`src/rtl/utcr_defines.svh`:
```
// Constants for the power-hold timer and configuration register bank.
// Assumes a 40 MHz core clock and a byte-wide register port from an I2C slave front end.
// Notes on behaviour
// - On battery after cable loss, count sixty seconds plus one minute per unit.
// - On run-time expiry, request safe shutdown without restart, cut battery, sleep.
// - Run-time value 0xff disables the timer; battery runs to its discharge limit.
// - Cable power returning during run-time sleep restarts the host automatically.
// - Key held over two seconds in sleep restarts host; full run time reapplies.
// - Run-time register resets to zero, meaning sixty seconds; highest count 0xFE.
// - Run-time register reads its value any time; any byte write accepted.
// - Each run-time register write requests an immediate nonvolatile store.
// - Serial rate register configures the serial port; 0x00 is off and default.
// - Rate codes 01..05 and 0F select 4800 to 115200 bits per second.
// - A keep-alive countdown register counts in seconds.
// - Keep-alive value 0xff disables the countdown and is the default.
// - Values 01..fe count down per second; zero forces host hardware reset.
// - Writing 0x00 to keep-alive starts safe shutdown followed by restart.
// - After a keep-alive restart completes, the register returns to 0xff.
`ifndef UTCR_DEFINES_SVH
`define UTCR_DEFINES_SVH
`define UTCR_OFS_HOLD 8'h01
`define UTCR_OFS_BAUD 8'h02
`define UTCR_OFS_KEEP 8'h05
`define UTCR_RST_HOLD 8'h00
`define UTCR_RST_BAUD 8'h00
`define UTCR_RST_KEEP 8'hff
`define UTCR_OFF_CODE 8'hff
`define UTCR_CLK_HZ 40000000
`define UTCR_SEC_CYC (`UTCR_CLK_HZ)
`define UTCR_MIN_SEC 60
`define UTCR_KEY_SEC 2
`endif

```
`src/rtl/utcr_pkg.sv`:
```
// Types for the power-hold timer and configuration register bank.
// Assumes nothing beyond the defines header.
`default_nettype none
package utcr_pkg;
  typedef enum logic [1:0] {
    UTCR_RUN = 2'b00,
    UTCR_HOLD = 2'b01,
    UTCR_SLEEP = 2'b10
  } utcr_state_t;
  typedef struct packed {
    logic wr;
    logic rd;
    logic [7:0] addr;
    logic [7:0] wdata;
  } utcr_req_t;
  typedef enum logic [3:0] {
    UTCR_B_OFF = 4'h0,
    UTCR_B_4800 = 4'h1,
    UTCR_B_9600 = 4'h2,
    UTCR_B_19200 = 4'h3,
    UTCR_B_34600 = 4'h4,
    UTCR_B_57600 = 4'h5,
    UTCR_B_115200 = 4'hf
  } utcr_baud_t;
endpackage : utcr_pkg
`default_nettype wire

```
`src/rtl/utcr_regs.sv`:
```
// Register bank for battery hold time, serial rate select and keep-alive countdown.
// Assumes req comes from an I2C slave front end on core_clk; power and key inputs are pins.
`include "utcr_defines.svh"
`default_nettype none
module utcr_regs (
  // Clock and reset
  input wire logic core_clk,
  input wire logic rst_b,
  // Register port
  input wire utcr_pkg::utcr_req_t req,
  output logic [7:0] rdata,
  // Pins
  input wire logic cable_ok,
  input wire logic user_key,
  input wire logic restart_done,
  // Power control
  output logic nv_store,
  output logic shutdown_req,
  output logic restart_req,
  output logic host_reset,
  output logic batt_disconnect,
  output logic low_power_sleep,
  // Serial port
  output logic serial_on,
  output utcr_pkg::utcr_baud_t serial_rate
);
  localparam logic [25:0] SEC_LAST = 26'(`UTCR_SEC_CYC - 1);
  localparam logic [5:0] MIN_LAST = 6'(`UTCR_MIN_SEC - 1);
  localparam logic [1:0] KEY_LAST = 2'(`UTCR_KEY_SEC);

  logic cab_s1_q, cab_s2_q, key_s1_q, key_s2_q, done_s1_q, done_s2_q;
  always_ff @(posedge core_clk or negedge rst_b) begin
    if (!rst_b) begin
      cab_s1_q <= 1'b0;
      cab_s2_q <= 1'b0;
      key_s1_q <= 1'b0;
      key_s2_q <= 1'b0;
      done_s1_q <= 1'b0;
      done_s2_q <= 1'b0;
    end else begin
      cab_s1_q <= cable_ok;
      cab_s2_q <= cab_s1_q;
      key_s1_q <= user_key;
      key_s2_q <= key_s1_q;
      done_s1_q <= restart_done;
      done_s2_q <= done_s1_q;
    end
  end

  logic [25:0] div_q, div_d;
  logic [5:0] sec_q, sec_d;
  logic [7:0] hold_q, hold_d, baud_q, baud_d, keep_q, keep_d, rdata_d;
  logic [7:0] mins_q, mins_d;
  logic [1:0] keysec_q, keysec_d;
  logic keep_wait_q, keep_wait_d;
  utcr_pkg::utcr_state_t st_q, st_d;
  logic nv_d, shut_d, rst_d, host_d, disc_d, sleep_d, son_d;
  utcr_pkg::utcr_baud_t rate_d;
  logic sec_tick, min_tick, wr_keep, wr_hold;

  always_comb begin
    sec_tick = (div_q == SEC_LAST);
    min_tick = sec_tick && (sec_q == MIN_LAST);
    div_d = sec_tick ? 26'h0000000 : div_q + 26'h0000001;
    sec_d = sec_q;
    // The minute prescaler restarts whenever the hold timer is idle; the second divider runs free, so the first minute may be up to a second short.
    if (st_q != utcr_pkg::UTCR_HOLD) begin
      sec_d = 6'h00;
    end else if (sec_tick) begin
      sec_d = (sec_q == MIN_LAST) ? 6'h00 : sec_q + 6'h01;
    end
    wr_hold = req.wr && (req.addr == `UTCR_OFS_HOLD);
    wr_keep = req.wr && (req.addr == `UTCR_OFS_KEEP);
    hold_d = wr_hold ? req.wdata : hold_q;
    nv_d = wr_hold;
    baud_d = (req.wr && req.addr == `UTCR_OFS_BAUD) ? req.wdata : baud_q;
    son_d = (baud_d == 8'h01) || (baud_d == 8'h02) || (baud_d == 8'h03) ||
            (baud_d == 8'h04) || (baud_d == 8'h05) || (baud_d == 8'h0f);
    rate_d = son_d ? utcr_pkg::utcr_baud_t'(baud_d[3:0]) : utcr_pkg::UTCR_B_OFF;
    keep_d = keep_q;
    keep_wait_d = keep_wait_q;
    host_d = 1'b0;
    rst_d = 1'b0;
    if (keep_wait_q && done_s2_q) begin
      keep_d = `UTCR_OFF_CODE;
      keep_wait_d = 1'b0;
    end
    if (wr_keep) begin
      keep_d = req.wdata;
      if (req.wdata == 8'h00) begin
        rst_d = 1'b1;
        keep_wait_d = 1'b1;
      end
    end else if (sec_tick && keep_q != `UTCR_OFF_CODE && keep_q != 8'h00) begin
      keep_d = keep_q - 8'h01;
      if (keep_q == 8'h01) begin
        host_d = 1'b1;
        keep_wait_d = 1'b1;
      end
    end
    case (req.addr)
      `UTCR_OFS_HOLD: rdata_d = hold_q;
      `UTCR_OFS_BAUD: rdata_d = baud_q;
      `UTCR_OFS_KEEP: rdata_d = keep_q;
      default: rdata_d = 8'h00;
    endcase
  end

  always_comb begin
    st_d = st_q;
    mins_d = mins_q;
    keysec_d = keysec_q;
    shut_d = 1'b0;
    disc_d = 1'b0;
    sleep_d = 1'b0;
    case (st_q)
      utcr_pkg::UTCR_RUN: begin
        mins_d = 8'h00;
        if (!cab_s2_q && hold_q != `UTCR_OFF_CODE) begin
          st_d = utcr_pkg::UTCR_HOLD;
        end
      end
      utcr_pkg::UTCR_HOLD: begin
        if (cab_s2_q || hold_q == `UTCR_OFF_CODE) begin
          st_d = utcr_pkg::UTCR_RUN;
        end else if (min_tick) begin
          // Count zero expires after the sixty-second base alone.
          if (mins_q >= hold_q) begin
            shut_d = 1'b1;
            st_d = utcr_pkg::UTCR_SLEEP;
          end else begin
            mins_d = mins_q + 8'h01;
          end
        end
      end
      utcr_pkg::UTCR_SLEEP: begin
        disc_d = 1'b1;
        sleep_d = 1'b1;
        if (!key_s2_q) begin
          keysec_d = 2'h0;
        end else if (sec_tick && keysec_q != 2'h3) begin
          keysec_d = keysec_q + 2'h1;
        end
        // Three ticks while held means at least two full seconds, since the first tick may come
        // at once; the price is up to one extra second of holding.
        if (cab_s2_q || (keysec_q > KEY_LAST && key_s2_q)) begin
          st_d = utcr_pkg::UTCR_RUN;
          disc_d = 1'b0;
          sleep_d = 1'b0;
          keysec_d = 2'h0;
        end
      end
      default: st_d = utcr_pkg::UTCR_RUN;
    endcase
  end

  always_ff @(posedge core_clk or negedge rst_b) begin
    if (!rst_b) begin
      div_q <= 26'h0000000;
      sec_q <= 6'h00;
      hold_q <= `UTCR_RST_HOLD;
      baud_q <= `UTCR_RST_BAUD;
      keep_q <= `UTCR_RST_KEEP;
      mins_q <= 8'h00;
      keysec_q <= 2'h0;
      keep_wait_q <= 1'b0;
      st_q <= utcr_pkg::UTCR_RUN;
      rdata <= 8'h00;
      nv_store <= 1'b0;
      shutdown_req <= 1'b0;
      restart_req <= 1'b0;
      host_reset <= 1'b0;
      batt_disconnect <= 1'b0;
      low_power_sleep <= 1'b0;
      serial_on <= 1'b0;
      serial_rate <= utcr_pkg::UTCR_B_OFF;
    end else begin
      div_q <= div_d;
      sec_q <= sec_d;
      hold_q <= hold_d;
      baud_q <= baud_d;
      keep_q <= keep_d;
      mins_q <= mins_d;
      keysec_q <= keysec_d;
      keep_wait_q <= keep_wait_d;
      st_q <= st_d;
      rdata <= rdata_d;
      nv_store <= nv_d;
      shutdown_req <= shut_d;
      restart_req <= rst_d;
      host_reset <= host_d;
      batt_disconnect <= disc_d;
      low_power_sleep <= sleep_d;
      serial_on <= son_d;
      serial_rate <= rate_d;
    end
  end

  nv_store_a: assert property (@(posedge core_clk) disable iff (!rst_b)
    (req.wr && req.addr == `UTCR_OFS_HOLD) |=> nv_store && hold_q == $past(req.wdata))
    else $error("run-time write not stored");
  keep_zero_a: assert property (@(posedge core_clk) disable iff (!rst_b)
    (req.wr && req.addr == `UTCR_OFS_KEEP && req.wdata == 8'h00) |=> restart_req)
    else $error("keep-alive zero did not restart");
  keep_off_a: assert property (@(posedge core_clk) disable iff (!rst_b)
    (keep_q == 8'hff && !req.wr) |=> keep_q == 8'hff)
    else $error("disabled keep-alive changed");
  keep_tick_a: assert property (@(posedge core_clk) disable iff (!rst_b)
    (sec_tick && !req.wr && keep_q == 8'h01) |=> host_reset && keep_q == 8'h00)
    else $error("keep-alive expiry missed");
  keep_back_a: assert property (@(posedge core_clk) disable iff (!rst_b)
    (keep_wait_q && done_s2_q && !req.wr) |=> keep_q == 8'hff)
    else $error("keep-alive not restored");
  hold_off_a: assert property (@(posedge core_clk) disable iff (!rst_b)
    (hold_q == 8'hff && st_q == utcr_pkg::UTCR_HOLD) |=> st_q == utcr_pkg::UTCR_RUN)
    else $error("disabled run timer kept running");
  sleep_out_a: assert property (@(posedge core_clk) disable iff (!rst_b)
    (shutdown_req && !cab_s2_q) |-> ##1 (low_power_sleep && batt_disconnect))
    else $error("no sleep after shutdown");
  cable_wake_a: assert property (@(posedge core_clk) disable iff (!rst_b)
    (st_q == utcr_pkg::UTCR_SLEEP && cab_s2_q) |=> st_q == utcr_pkg::UTCR_RUN)
    else $error("cable return did not wake");
  baud_map_a: assert property (@(posedge core_clk) disable iff (!rst_b)
    (req.wr && req.addr == `UTCR_OFS_BAUD && req.wdata == 8'h0f) |=>
    serial_on && serial_rate == utcr_pkg::UTCR_B_115200)
    else $error("115200 code not applied");
  sec_exact_a: assert property (@(posedge core_clk) disable iff (!rst_b)
    sec_tick |=> div_q == 26'h0000000)
    else $error("second divider wrong");
endmodule : utcr_regs
`default_nettype wire

```
`config.mk`:
```
export PLATFORM = sky130hd
export DESIGN_NAME = utcr_regs
export DESIGN_NICKNAME = d
export VERILOG_FILES = /design/src/rtl/utcr_pkg.sv /design/src/rtl/utcr_regs.sv
export VERILOG_INCLUDE_DIRS = /design/src /design/src/rtl
export SDC_FILE = /design/constraint.sdc
export NUM_CORES = 1
export LEC_CHECK = 0
export BUFFER_PORTS_ARGS = -buffer_cell sky130_fd_sc_hd__buf_2
export CORE_MARGIN = 1.5
export CORE_UTILIZATION = 50
export DETAILED_ROUTE_END_ITERATION = 10
export GPL_TIMING_DRIVEN = 0
export HOLD_SLACK_MARGIN = 0.1
export PLACE_DENSITY = 0.71
export SLEW_MARGIN = 20
export SYNTH_ARGS = -nofsm -noshare
export SYNTH_HDL_FRONTEND = slang
export SYNTH_SLANG_ARGS = --single-unit
```
`constraint.sdc`:
```
create_clock -name core_clk -period 2.1 [get_ports core_clk]
set_clock_uncertainty 0.05 [all_clocks]
set_input_delay 0.21 -clock core_clk [delete_from_list [all_inputs] [get_ports core_clk]]
set_output_delay 0.21 -clock core_clk [all_outputs]
set_load 0.02 [all_outputs]
```
==> results of run 1 <==
power by group:
| group | switching, W | internal (W) | total, W |
|---|---|---|---|
| clock network | 0.000621 | 0.000700 | 0.00132 |
| registers | 0.0000304 | 0.00183 | 0.00186 |
| logic | 0.000149 | 0.000116 | 0.000264 |
| total | 0.000800 | 0.00264 | 0.00344 |
final cells by class:
class | instances | area [µm²]
Inverter | 33 | 124
Tap cell | 111 | 139
Clock inverter | 6 | 86.3
Buffer | 11 | 86.3
Sequential cell | 93 | 2350
Timing Repair Buffer | 78 | 537
Fill cell | 751 | 3380
Clock buffer | 10 | 138
Multi-Input combinational cell | 316 | 2360
state kept, by name, summed over array words and instances, names as in the netlist, 2 cells and up:
signal	count
keysec_q	2
serial_rate	4
mins_q	8
sec_q	6
hold_q	8
st_q	2
rdata	8
baud_q	8
keep_q	8
div_q	26
cells in the mapped netlist (4+ instances only):
cell,count,area (µm²)
or4_1,9,67.6
or3_1,6,37.5
mux2i_1,6,60.1
a222oi_1,8,80.1
dfstp_2,8,210
mux2_2,12,135
or2_2,7,43.8
nor2b_1,5,31.3
o21ai_0,6,30.0
ha_1,17,213
nor3b_1,4,30.0
nand2_1,35,131
o22ai_1,6,37.5
dfrtp_1,85,2130
clkbuf_1,7,26.3
xor2_1,10,87.6
a211oi_1,5,37.5
xnor2_1,13,114
nand3_1,19,95.1
nand4_1,16,100
inv_1,33,124
nor4_1,7,43.8
and4_1,4,35.0
o31ai_1,9,67.6
nor2_1,31,116
a21oi_1,25,125
nor3_1,15,75.1
stage by stage:
step	power, W	util	hold WS, ns	setup slack, ns
finish	0.00344	0.633	0.141	-0.145
global route	0.00358	0.633	0.137	-0.231
floorplan	0.00200	-	-0.136	-0.0621
detailed placement	0.00211	0.557	0.114	-0.390
global placement	0.00210	0.553	0.268	-0.413
CTS	0.00347	0.617	0.135	-0.159
metal layers:
metal	wire length [µm]	GRT usage	vias to the layer above
met5	0	0	-
met4	187	0.0953	0
met3	329	0.0390	17
met2	5070	0.365	79
met1	4550	0.271	1871
li1	-	-	1823
repair_timing:
item,CTS,global route
cloned,1,0
gates resized for setup,18,23
setup endpoints to repair,36,21
hold buffers,11,0
buffers inserted,17,8
pin swaps,7,7
endpoints found under the hold margin,73,0
how the worst max path moves through the flow:
stage / startpoint / end / slack [ns] / depth (start not counted)
floorplan: mins_q[2] / mins_q[7] / -0.06 / 7
global placement: div_q[0] / div_q[21] / -0.41 / 6
detailed placement: div_q[0] / div_q[3] / -0.39 / 6
CTS: hold_q[2] / mins_q[5] / -0.16 / 8
finish: hold_q[6] / mins_q[5] / -0.15 / 8
global route: mins_q[5] / mins_q[6] / -0.23 / 7
worst max-delay path, delay by kind of cell (launching register included):
family          cells  cell delay [ns]
simple gates        3             0.60
buf+inv             2             0.22
flops               1             0.42
compound gates      2             0.61
fa+ha+maj           1             0.29
logic make-up (layout without fill, tap and decap cells):
| group | count (synthesis) | after routing | share of synthesized area |
|---|---|---|---|
| fa+ha+maj | 17 | 17 | 0.0449 |
| buf+inv | 47 | 138 | 0.0441 |
| flops | 93 | 93 | 0.493 |
| xor+xnor | 23 | 23 | 0.0425 |
| simple gates | 182 | 182 | 0.224 |
| compound gates | 75 | 75 | 0.107 |
| mux | 19 | 19 | 0.0444 |
==> impl_metrics.yaml, run 1 <==
hold_path:
  hold_end: "hold_q[1]"
  min_from: "req[1]"
  min_path_type: "in2reg"
  whs_path_depth: 2
clock_tree:
  htree_levels: 3
  numCtsBuffers: 9
  cts_tree: "built"
  cts_root_buf: "clkbuf_8"
  cts_buffer_depth: 2
  cts.sinks: 93
  clkLatencyLatePin_ns: 0.37
  cts.reportedPaths.clkPinSlew_ns: 0.09
worst_setup_path:
  max_stage_delay_ns: 0.47
  path_class: "reg2reg"
  r2r_start: "hold_q[6]"
  cp_max_fo: 5
  cp-end-kind: "register"
  regToRegSetupSlack_ns: -0.15
  worstPathArrival_ns: 2.49
  r2r-end: "mins_q[5]"
  rr_worst_depth: 8
  start_kind: "register"
  crit_slowest_cell: "a2111o_1"
  path_cells: "inv_1 -> ha_1 -> nand2_1 -> nor3_1 -> a2111o_1 -> buf_6 -> or4_1 -> a21oi_1"
  cp.required_ns: 2.35
place:
  dp_hpwl_mm: 6.82
  place_congestion: 0.810
  dp_cells: 608
  numPortBuffers: 40
  place_area_mm2: 0.00512
synthesis:
  synth_cells: 456
  syn-num-nets: 496
  seq_area_frac_synth: 0.493
  synth-async-reset-ratio: 1.00
  mappedNetlistArea_mm2: 0.00474
  ys_types: 62
  ys_ff_latch: 93
  synth_edf_count: 0
  avgSynthCellArea_um2: 10.4
  synth_flop_cell: "dfrtp_1"
  yosys_warnings: 0
route:
  ant_nets: 0
  drt_iter0_markers: 169
  num_vias: 3790
  routed_wl_mm: 10.1
  avgViaCountPerCell: 5.76
  drc: 0
  drt_pass1_iterations: 7
  wl_per_cell_um: 15.4
outcome:
  status: "finished with violations"
  violations: "negative setup slack"
pwr:
  leakagePower_nw: 2.77
  vdd_drop_max_mv: 0.370
  pwr_density_cell_mw_per_mm2: 592
die:
  die_width_um: 100
  rows: 35
  chipHeight_um: 100
  core-area_mm2: 0.00920
  io_pins: 42
  initial_core_util: 0.515
  dieArea_mm2: 0.0101
grt:
  grtUsageTotal: 0.216
  grt_max_degree: 49
  grt_pass1_vias: 3743
  grt_antenna_before_repair: 0
  grt_pass1_wl_mm: 17.2
  overflow: 0
timing:
  clock.fmax_mhz: 445
  fin_ws_ns: -0.145
  tightest_slew_ns: 0.642
  fin_crit_sh: 1.07
  slew_headroom: 0.568
  rsz0062_at_grt: "yes"
  min_period_ns: 2.25
  final-max-slew-violation-count: 0
  setup-violations-final: 7
  finalHoldViolCount: 0
  tns_ns: -0.516
cells_and_area:
  final_area_mm2: 0.00582
  layout.cells.non_filler: 658
  final_common_cell: "dfrtp_1"
  antenna_cells: 0
  nets: 582
  final_cell_mix: "dfrtp_1 (78), buf_2 (40), nand2_1 (34), inv_1 (32), nor2_1 (30)"
  layout-drive-gt1-share: 0.300
  area_growth_pct: 22.7
run:
  cap_violations: 0
No activity file was read; power rests on OpenSTA's default activity.
==> run 2, diff against run 1 <==
--- a/config.mk
+++ b/config.mk
@@ -6,13 +6,16 @@
 export SDC_FILE = /design/constraint.sdc
 export NUM_CORES = 1
 export LEC_CHECK = 0
+export ABC_CLOCK_PERIOD_IN_PS = 2100
 export BUFFER_PORTS_ARGS = -buffer_cell sky130_fd_sc_hd__buf_2
+export CELL_PAD_IN_SITES_DETAIL_PLACEMENT = 0
+export CELL_PAD_IN_SITES_GLOBAL_PLACEMENT = 1
 export CORE_MARGIN = 1.5
-export CORE_UTILIZATION = 50
+export CORE_UTILIZATION = 42
 export DETAILED_ROUTE_END_ITERATION = 10
 export GPL_TIMING_DRIVEN = 0
 export HOLD_SLACK_MARGIN = 0.1
-export PLACE_DENSITY = 0.71
+export PLACE_DENSITY_LB_ADDON = 0.1
 export SLEW_MARGIN = 20
 export SYNTH_ARGS = -nofsm -noshare
 export SYNTH_HDL_FRONTEND = slang
==> run 2 against run 1 <==
The run still ends with negative setup slack left. Global-route usage fell by 2.1 points. Sequential cell count did not move. Critical path depth fell by 1. Clock-buffer cell count rose by 2. Critical path type unchanged. Critical endpoint is now mins_q[6].
==> impl_metrics.yaml, run 2 (synthesis gave the netlist of run 1 again) <==
clock_tree:
  cts.sinks: 93
  cts_tree: "built"
  numCtsBuffers: 9
  cts.reportedPaths.clkPinSlew_ns: 0.06
  htree_levels: 3
  clkLatencyLatePin_ns: 0.35
  cts_buffer_depth: 2
  cts_root_buf: "clkbuf_16"
timing:
  clock.fmax_mhz: 451
  finalHoldViolCount: 0
  slew_headroom: 0.685
  fin_ws_ns: -0.115
  tightest_slew_ns: 0.466
  tns_ns: -0.352
  min_period_ns: 2.22
  final-max-slew-violation-count: 0
  fin_crit_sh: 1.05
  rsz0062_at_grt: "yes"
  setup-violations-final: 6
grt:
  overflow: 0
  use_met1: 0.259
  grtUsageTotal: 0.195
  top_usage_layer: "met2"
  grt_pass1_vias: 3665
  met2_usage: 0.321
  grt_antenna_before_repair: 0
  grt_max_degree: 50
  grt_pass1_wl_mm: 17.8
  groute.layer.met3.usage: 0.0323
cells_and_area:
  final_cell_mix: "dfrtp_1 (77), buf_2 (40), nand2_1 (34), inv_1 (30), nor2_1 (30)"
  nets: 576
  final_common_cell: "dfrtp_1"
  area_growth_pct: 23.7
  final_area_mm2: 0.00586
  nFillCells: 1021
  layout.cells.non_filler: 681
  largest_reg_flops: 26
  regMostFlops: "div_q"
  multi_input_area_mm2: 0.00237
  seqCellArea_mm2: 0.00235
  layout-drive-gt1-share: 0.301
  antenna_cells: 0
hold_path:
  min_path_type: "in2reg"
  whs_path_depth: 3
worst_setup_path:
  cp-end-kind: "register"
  r2r_start: "mins_q[2]"
  startpoint: "mins_q[2]"
  rr_worst_depth: 7
  r2r-end: "mins_q[6]"
  path_class: "reg2reg"
  cp.required_ns: 2.33
  regToRegSetupSlack_ns: -0.12
  cp_max_fo: 5
  cp-endpoint: "mins_q[6]"
  start_kind: "register"
  worstPathArrival_ns: 2.44
die:
  initial_core_util: 0.433
  dieArea_mm2: 0.0119
  io_pins: 42
  rows: 38
  chipHeight_um: 109
  core-area_mm2: 0.0109
  die_width_um: 109
pwr:
  fin_total_pwr_w: 0.00365
  pwr_density_cell_mw_per_mm2: 622
  vdd_drop_max_mv: 0.472
  leakagePower_nw: 2.78
route:
  drc: 0
  wl_per_cell_um: 15.6
  num_vias: 3691
  ant_nets: 0
  drt_pass1_iterations: 6
  drt_iter0_markers: 170
  avgViaCountPerCell: 5.42
  routed_wl_mm: 10.6
place:
  post-place-ws_ns: -0.345
  dp_cells: 637
  place_area_mm2: 0.00515
  numPortBuffers: 40
  place_congestion: 0.814
  dp_hpwl_mm: 7.31
run:
  cap_violations: 0
outcome:
  status: "finished with violations"
  violations: "negative setup slack"
-- run 2: cell types whose count changed in the layout (fill, tap and decap cells not counted), moves of 4 or more --
cell           change
buf_4              -4
clkbuf_16          +9
clkbuf_8           -8
dlygate4sd3_1      -4
-- run 2: through the flow --
stage,hold slack (ns),util
6_report,0.115,0.536
4_1_cts,0.105,0.522
5_1_grt,0.129,0.536
3_5_place_dp,0.119,0.471
3_3_place_gp,0.268,0.468
2_1_floorplan,-0.136,-
-- run 2: worst min path at each step --
| stage | slack, ns | start | end |
|---|---|---|---|
| global placement | 0.27 | restart_done | done_s1_q |
| global route | 0.13 | req[4] | baud_q[4] |
| finish | 0.12 | req[6] | keep_q[6] |
| detailed placement | 0.12 | rst_b | serial_rate[3] |
| floorplan | -0.14 | rst_b | baud_q[0] |
| CTS | 0.11 | req[6] | keep_q[6] |
-- run 2: timing repair --
action                                  4_1_cts  5_1_grt
gates resized for setup                      23       21
gates cloned                                  0        1
pin swaps                                     6       12
hold buffers                                  7        0
buffers inserted                             13        9
endpoints found under the setup margin       38       21
endpoints found under the hold margin        52        0
-- run 2: worst max-delay path, stage by stage (launching register included) --
cell      delay (ns)
dfrtp_2         0.44
ha_4            0.25
a211oi_2        0.16
o21ai_1         0.10
a2111o_1        0.44
buf_6           0.16
or4_4           0.41
a21oi_2         0.14
-- run 2: area by class of cell --
type / count / area share
Buffer: 12 / 0.0147
Clock buffer: 12 / 0.0438
Clock inverter: 4 / 0.00384
Inverter: 33 / 0.0211
Multi-Input combinational cell: 316 / 0.404
Sequential cell: 93 / 0.401
Tap cell: 140 / 0.0299
Timing Repair Buffer: 71 / 0.0822
-- run 2: per-layer routing --
metal	part of all wire	routed length [µm]
met5	0	0
met4	0.015	157
met3	0.032	337
met2	0.49	5180
met1	0.47	4940
-- run 2: report_power, final --
part,switching [W],internal [W],leakage (nW)
Combinational,0.000154,0.000111,1.42
Clock,0.000664,0.000861,0.138
Sequential,0.0000267,0.00183,1.23
==> run 3, diff against run 2 <==
--- a/config.mk
+++ b/config.mk
@@ -6,7 +6,7 @@
 export SDC_FILE = /design/constraint.sdc
 export NUM_CORES = 1
 export LEC_CHECK = 0
-export ABC_CLOCK_PERIOD_IN_PS = 2100
+export ABC_CLOCK_PERIOD_IN_PS = 1950
 export BUFFER_PORTS_ARGS = -buffer_cell sky130_fd_sc_hd__buf_2
 export CELL_PAD_IN_SITES_DETAIL_PLACEMENT = 0
 export CELL_PAD_IN_SITES_GLOBAL_PLACEMENT = 1
@@ -20,3 +20,4 @@
 export SYNTH_ARGS = -nofsm -noshare
 export SYNTH_HDL_FRONTEND = slang
 export SYNTH_SLANG_ARGS = --single-unit
+export TNS_END_PERCENT = 100
==> constraint.sdc (replaced) <==
create_clock -name core_clk -period 1.95 [get_ports core_clk]
set_clock_uncertainty 0.05 [all_clocks]
set_input_delay 0.195 -clock core_clk [delete_from_list [all_inputs] [get_ports core_clk]]
set_output_delay 0.195 -clock core_clk [all_outputs]
set_load 0.02 [all_outputs]
==> run 3 against run 2 <==
The flow still finishes with violations (negative setup slack). Critical path depth unchanged. Global-route usage up 0.40 points. Die area unchanged. Wire length up 4.3%. Fmax up 0.26%. Utilization up 3.4 points. Critical path type unchanged. Critical endpoint is now mins_q[7]. Largest power group unchanged.
==> impl_metrics.yaml, run 3 (synthesis gave the netlist of run 1 again) <==
die:
  core-area_mm2: 0.0109
  die_width_um: 109
  dieArea_mm2: 0.0119
  rows: 38
  initial_core_util: 0.433
  chipHeight_um: 109
  io_pins: 42
route:
  num_vias: 3799
  ant_nets: 0
  avgViaCountPerCell: 5.50
  drt_pass1_iterations: 6
  wl_per_cell_um: 16.0
  drc: 0
  routed_wl_mm: 11.1
  drt_iter0_markers: 120
worst_setup_path:
  regToRegSetupSlack_ns: -0.26
  path_class: "reg2reg"
  r2r_start: "mins_q[2]"
  crit_slowest_cell: "dfrtp_2"
  cp-end-kind: "register"
  start_kind: "register"
  cpLargestDelayFamily: "compound AO/OA/AOI/OAI gates"
  cp_max_fo: 6
  rr_worst_depth: 7
  cp.required_ns: 2.17
  path_cells: "ha_4 -> a211oi_2 -> o21ai_1 -> a2111o_1 -> buf_6 -> or4_4 -> a21oi_2"
  max_stage_delay_ns: 0.44
  r2r-end: "mins_q[7]"
  path_buf_inv: 1
  worstPathArrival_ns: 2.43
clock_tree:
  cts_buffer_depth: 2
  cts_root_buf: "clkbuf_16"
  cts.reportedPaths.clkPinSlew_ns: 0.06
  cts.sinks: 93
  htree_levels: 3
  numCtsBuffers: 9
  clkLatencyLatePin_ns: 0.34
  cts_tree: "built"
cells_and_area:
  final_cell_mix: "dfrtp_1 (79), buf_2 (39), nand2_1 (34), buf_4 (30)"
  nFillCells: 984
  area_growth_pct: 31.4
  final_common_cell: "dfrtp_1"
  fin_util: 0.569
  layout.cells.non_filler: 691
  largest_reg_flops: 26
  regMostFlops: "div_q"
  layout-drive-gt1-share: 0.372
  antenna_cells: 0
  nets: 587
hold_path:
  whs_path_depth: 2
  hold_end: "hold_q[6]"
  min_path_type: "in2reg"
  min_from: "req[6]"
timing:
  final-max-slew-violation-count: 0
  tightest_slew_ns: 0.666
  fin_ws_ns: -0.259
  fin_crit_sh: 1.13
  clock.fmax_mhz: 453
  slew_headroom: 0.555
  rsz0062_at_grt: "yes"
  setup-violations-final: 11
  finalHoldViolCount: 0
  min_period_ns: 2.21
grt:
  overflow: 0
  grt_max_degree: 50
  grt_pass1_wl_mm: 18.2
  grt_pass1_vias: 3789
  grtUsageTotal: 0.199
  grt_antenna_before_repair: 0
place:
  numPortBuffers: 40
  dp_hpwl_mm: 7.35
  place_congestion: 0.812
  dp_cells: 637
pwr:
  p_switching_w: 0.000902
  clockPowerShare: 0.427
  leakagePower_nw: 2.90
  internal-power_w: 0.00312
  pwr_density_cell_mw_per_mm2: 645
  comb_power_share: 0.073
  p_seq_frac: 0.499
  vdd_drop_max_mv: 0.464
  fin_total_pwr_w: 0.00402
  p_sw_frac: 0.224
outcome:
  violations: "negative setup slack"
  status: "finished with violations"
run:
  cap_violations: 0
[run 3: cell types whose count changed in the layout (fill, tap and decap cells not counted), sizes merged]
cell	before	now
clkinvlp	1	0
clkbuf	17	16
bufinv	0	1
buf	71	84
clkinv	3	1
[run 3: layout make-up]
class / count / area, µm² / share of cell area
flip-flops and latches: 93 / 2340 / 0.377
clock buffers: 13 / 250 / 0.0402
multi-input cells: 316 / 2590 / 0.416
inverters: 33 / 124 / 0.0199
well taps: 140 / 175 / 0.0281
repair buffers: 84 / 618 / 0.0993
plain buffers: 10 / 90.1 / 0.0145
clock inverters: 2 / 35.0 / 0.00563
[run 3: worst max path at each step]
stage / slack [ns] / endpoint / depth (start not counted) / from
6_report: -0.26 / mins_q[7] / 7 / mins_q[2]
3_5_place_dp: -0.43 / mins_q[7] / 7 / div_q[0]
5_1_grt: -0.35 / mins_q[6] / 8 / hold_q[2]
2_1_floorplan: -0.21 / mins_q[7] / 7 / mins_q[2]
3_3_place_gp: -0.39 / mins_q[7] / 7 / div_q[0]
4_1_cts: -0.28 / mins_q[7] / 7 / mins_q[2]
[run 3: per-layer routing]
| layer | part of all wire | wire (µm) | global-route usage | vias to the layer above |
|---|---|---|---|---|
| li1 | - | - | - | 1837 |
| met1 | 0.46 | 5110 | 0.256 | 1889 |
| met2 | 0.49 | 5480 | 0.328 | 60 |
| met3 | 0.028 | 310 | 0.0365 | 13 |
| met4 | 0.016 | 174 | 0.0853 | 0 |
| met5 | 0 | 0 | 0 | - |
[run 3: power by group through the flow]
stage | sequential (W) | combinational (W) | clock [W]
global route | 0.00201 | 0.000329 | 0.00183
CTS | 0.00199 | 0.000284 | 0.00175
floorplan | 0.00203 | 0.000124 | 0
finish | 0.00201 | 0.000295 | 0.00172
detailed placement | 0.00203 | 0.000246 | 0
global placement | 0.00203 | 0.000233 | 0
[run 3: stage by stage]
stage                     setup TNS, ns  instance area (µm²)  worst slack, ns  hold slack (ns)
final                             -1.54                 6230           -0.259            0.116
after global routing              -3.64                 6230           -0.350            0.127
after CTS                         -1.50                 5870           -0.277            0.109
after detailed placement         -11.74                 5160           -0.430            0.102
after global placement           -35.50                 5130           -0.389            0.253
after floorplan                  -0.864                 4750           -0.212           -0.151
[run 3: repair_timing]
action	in CTS	in global routing
gates resized for setup	31	64
pin swaps	13	29
setup endpoints to repair	48	26
setup buffers	30	7
endpoints found under the hold margin	52	0
hold buffers	7	0
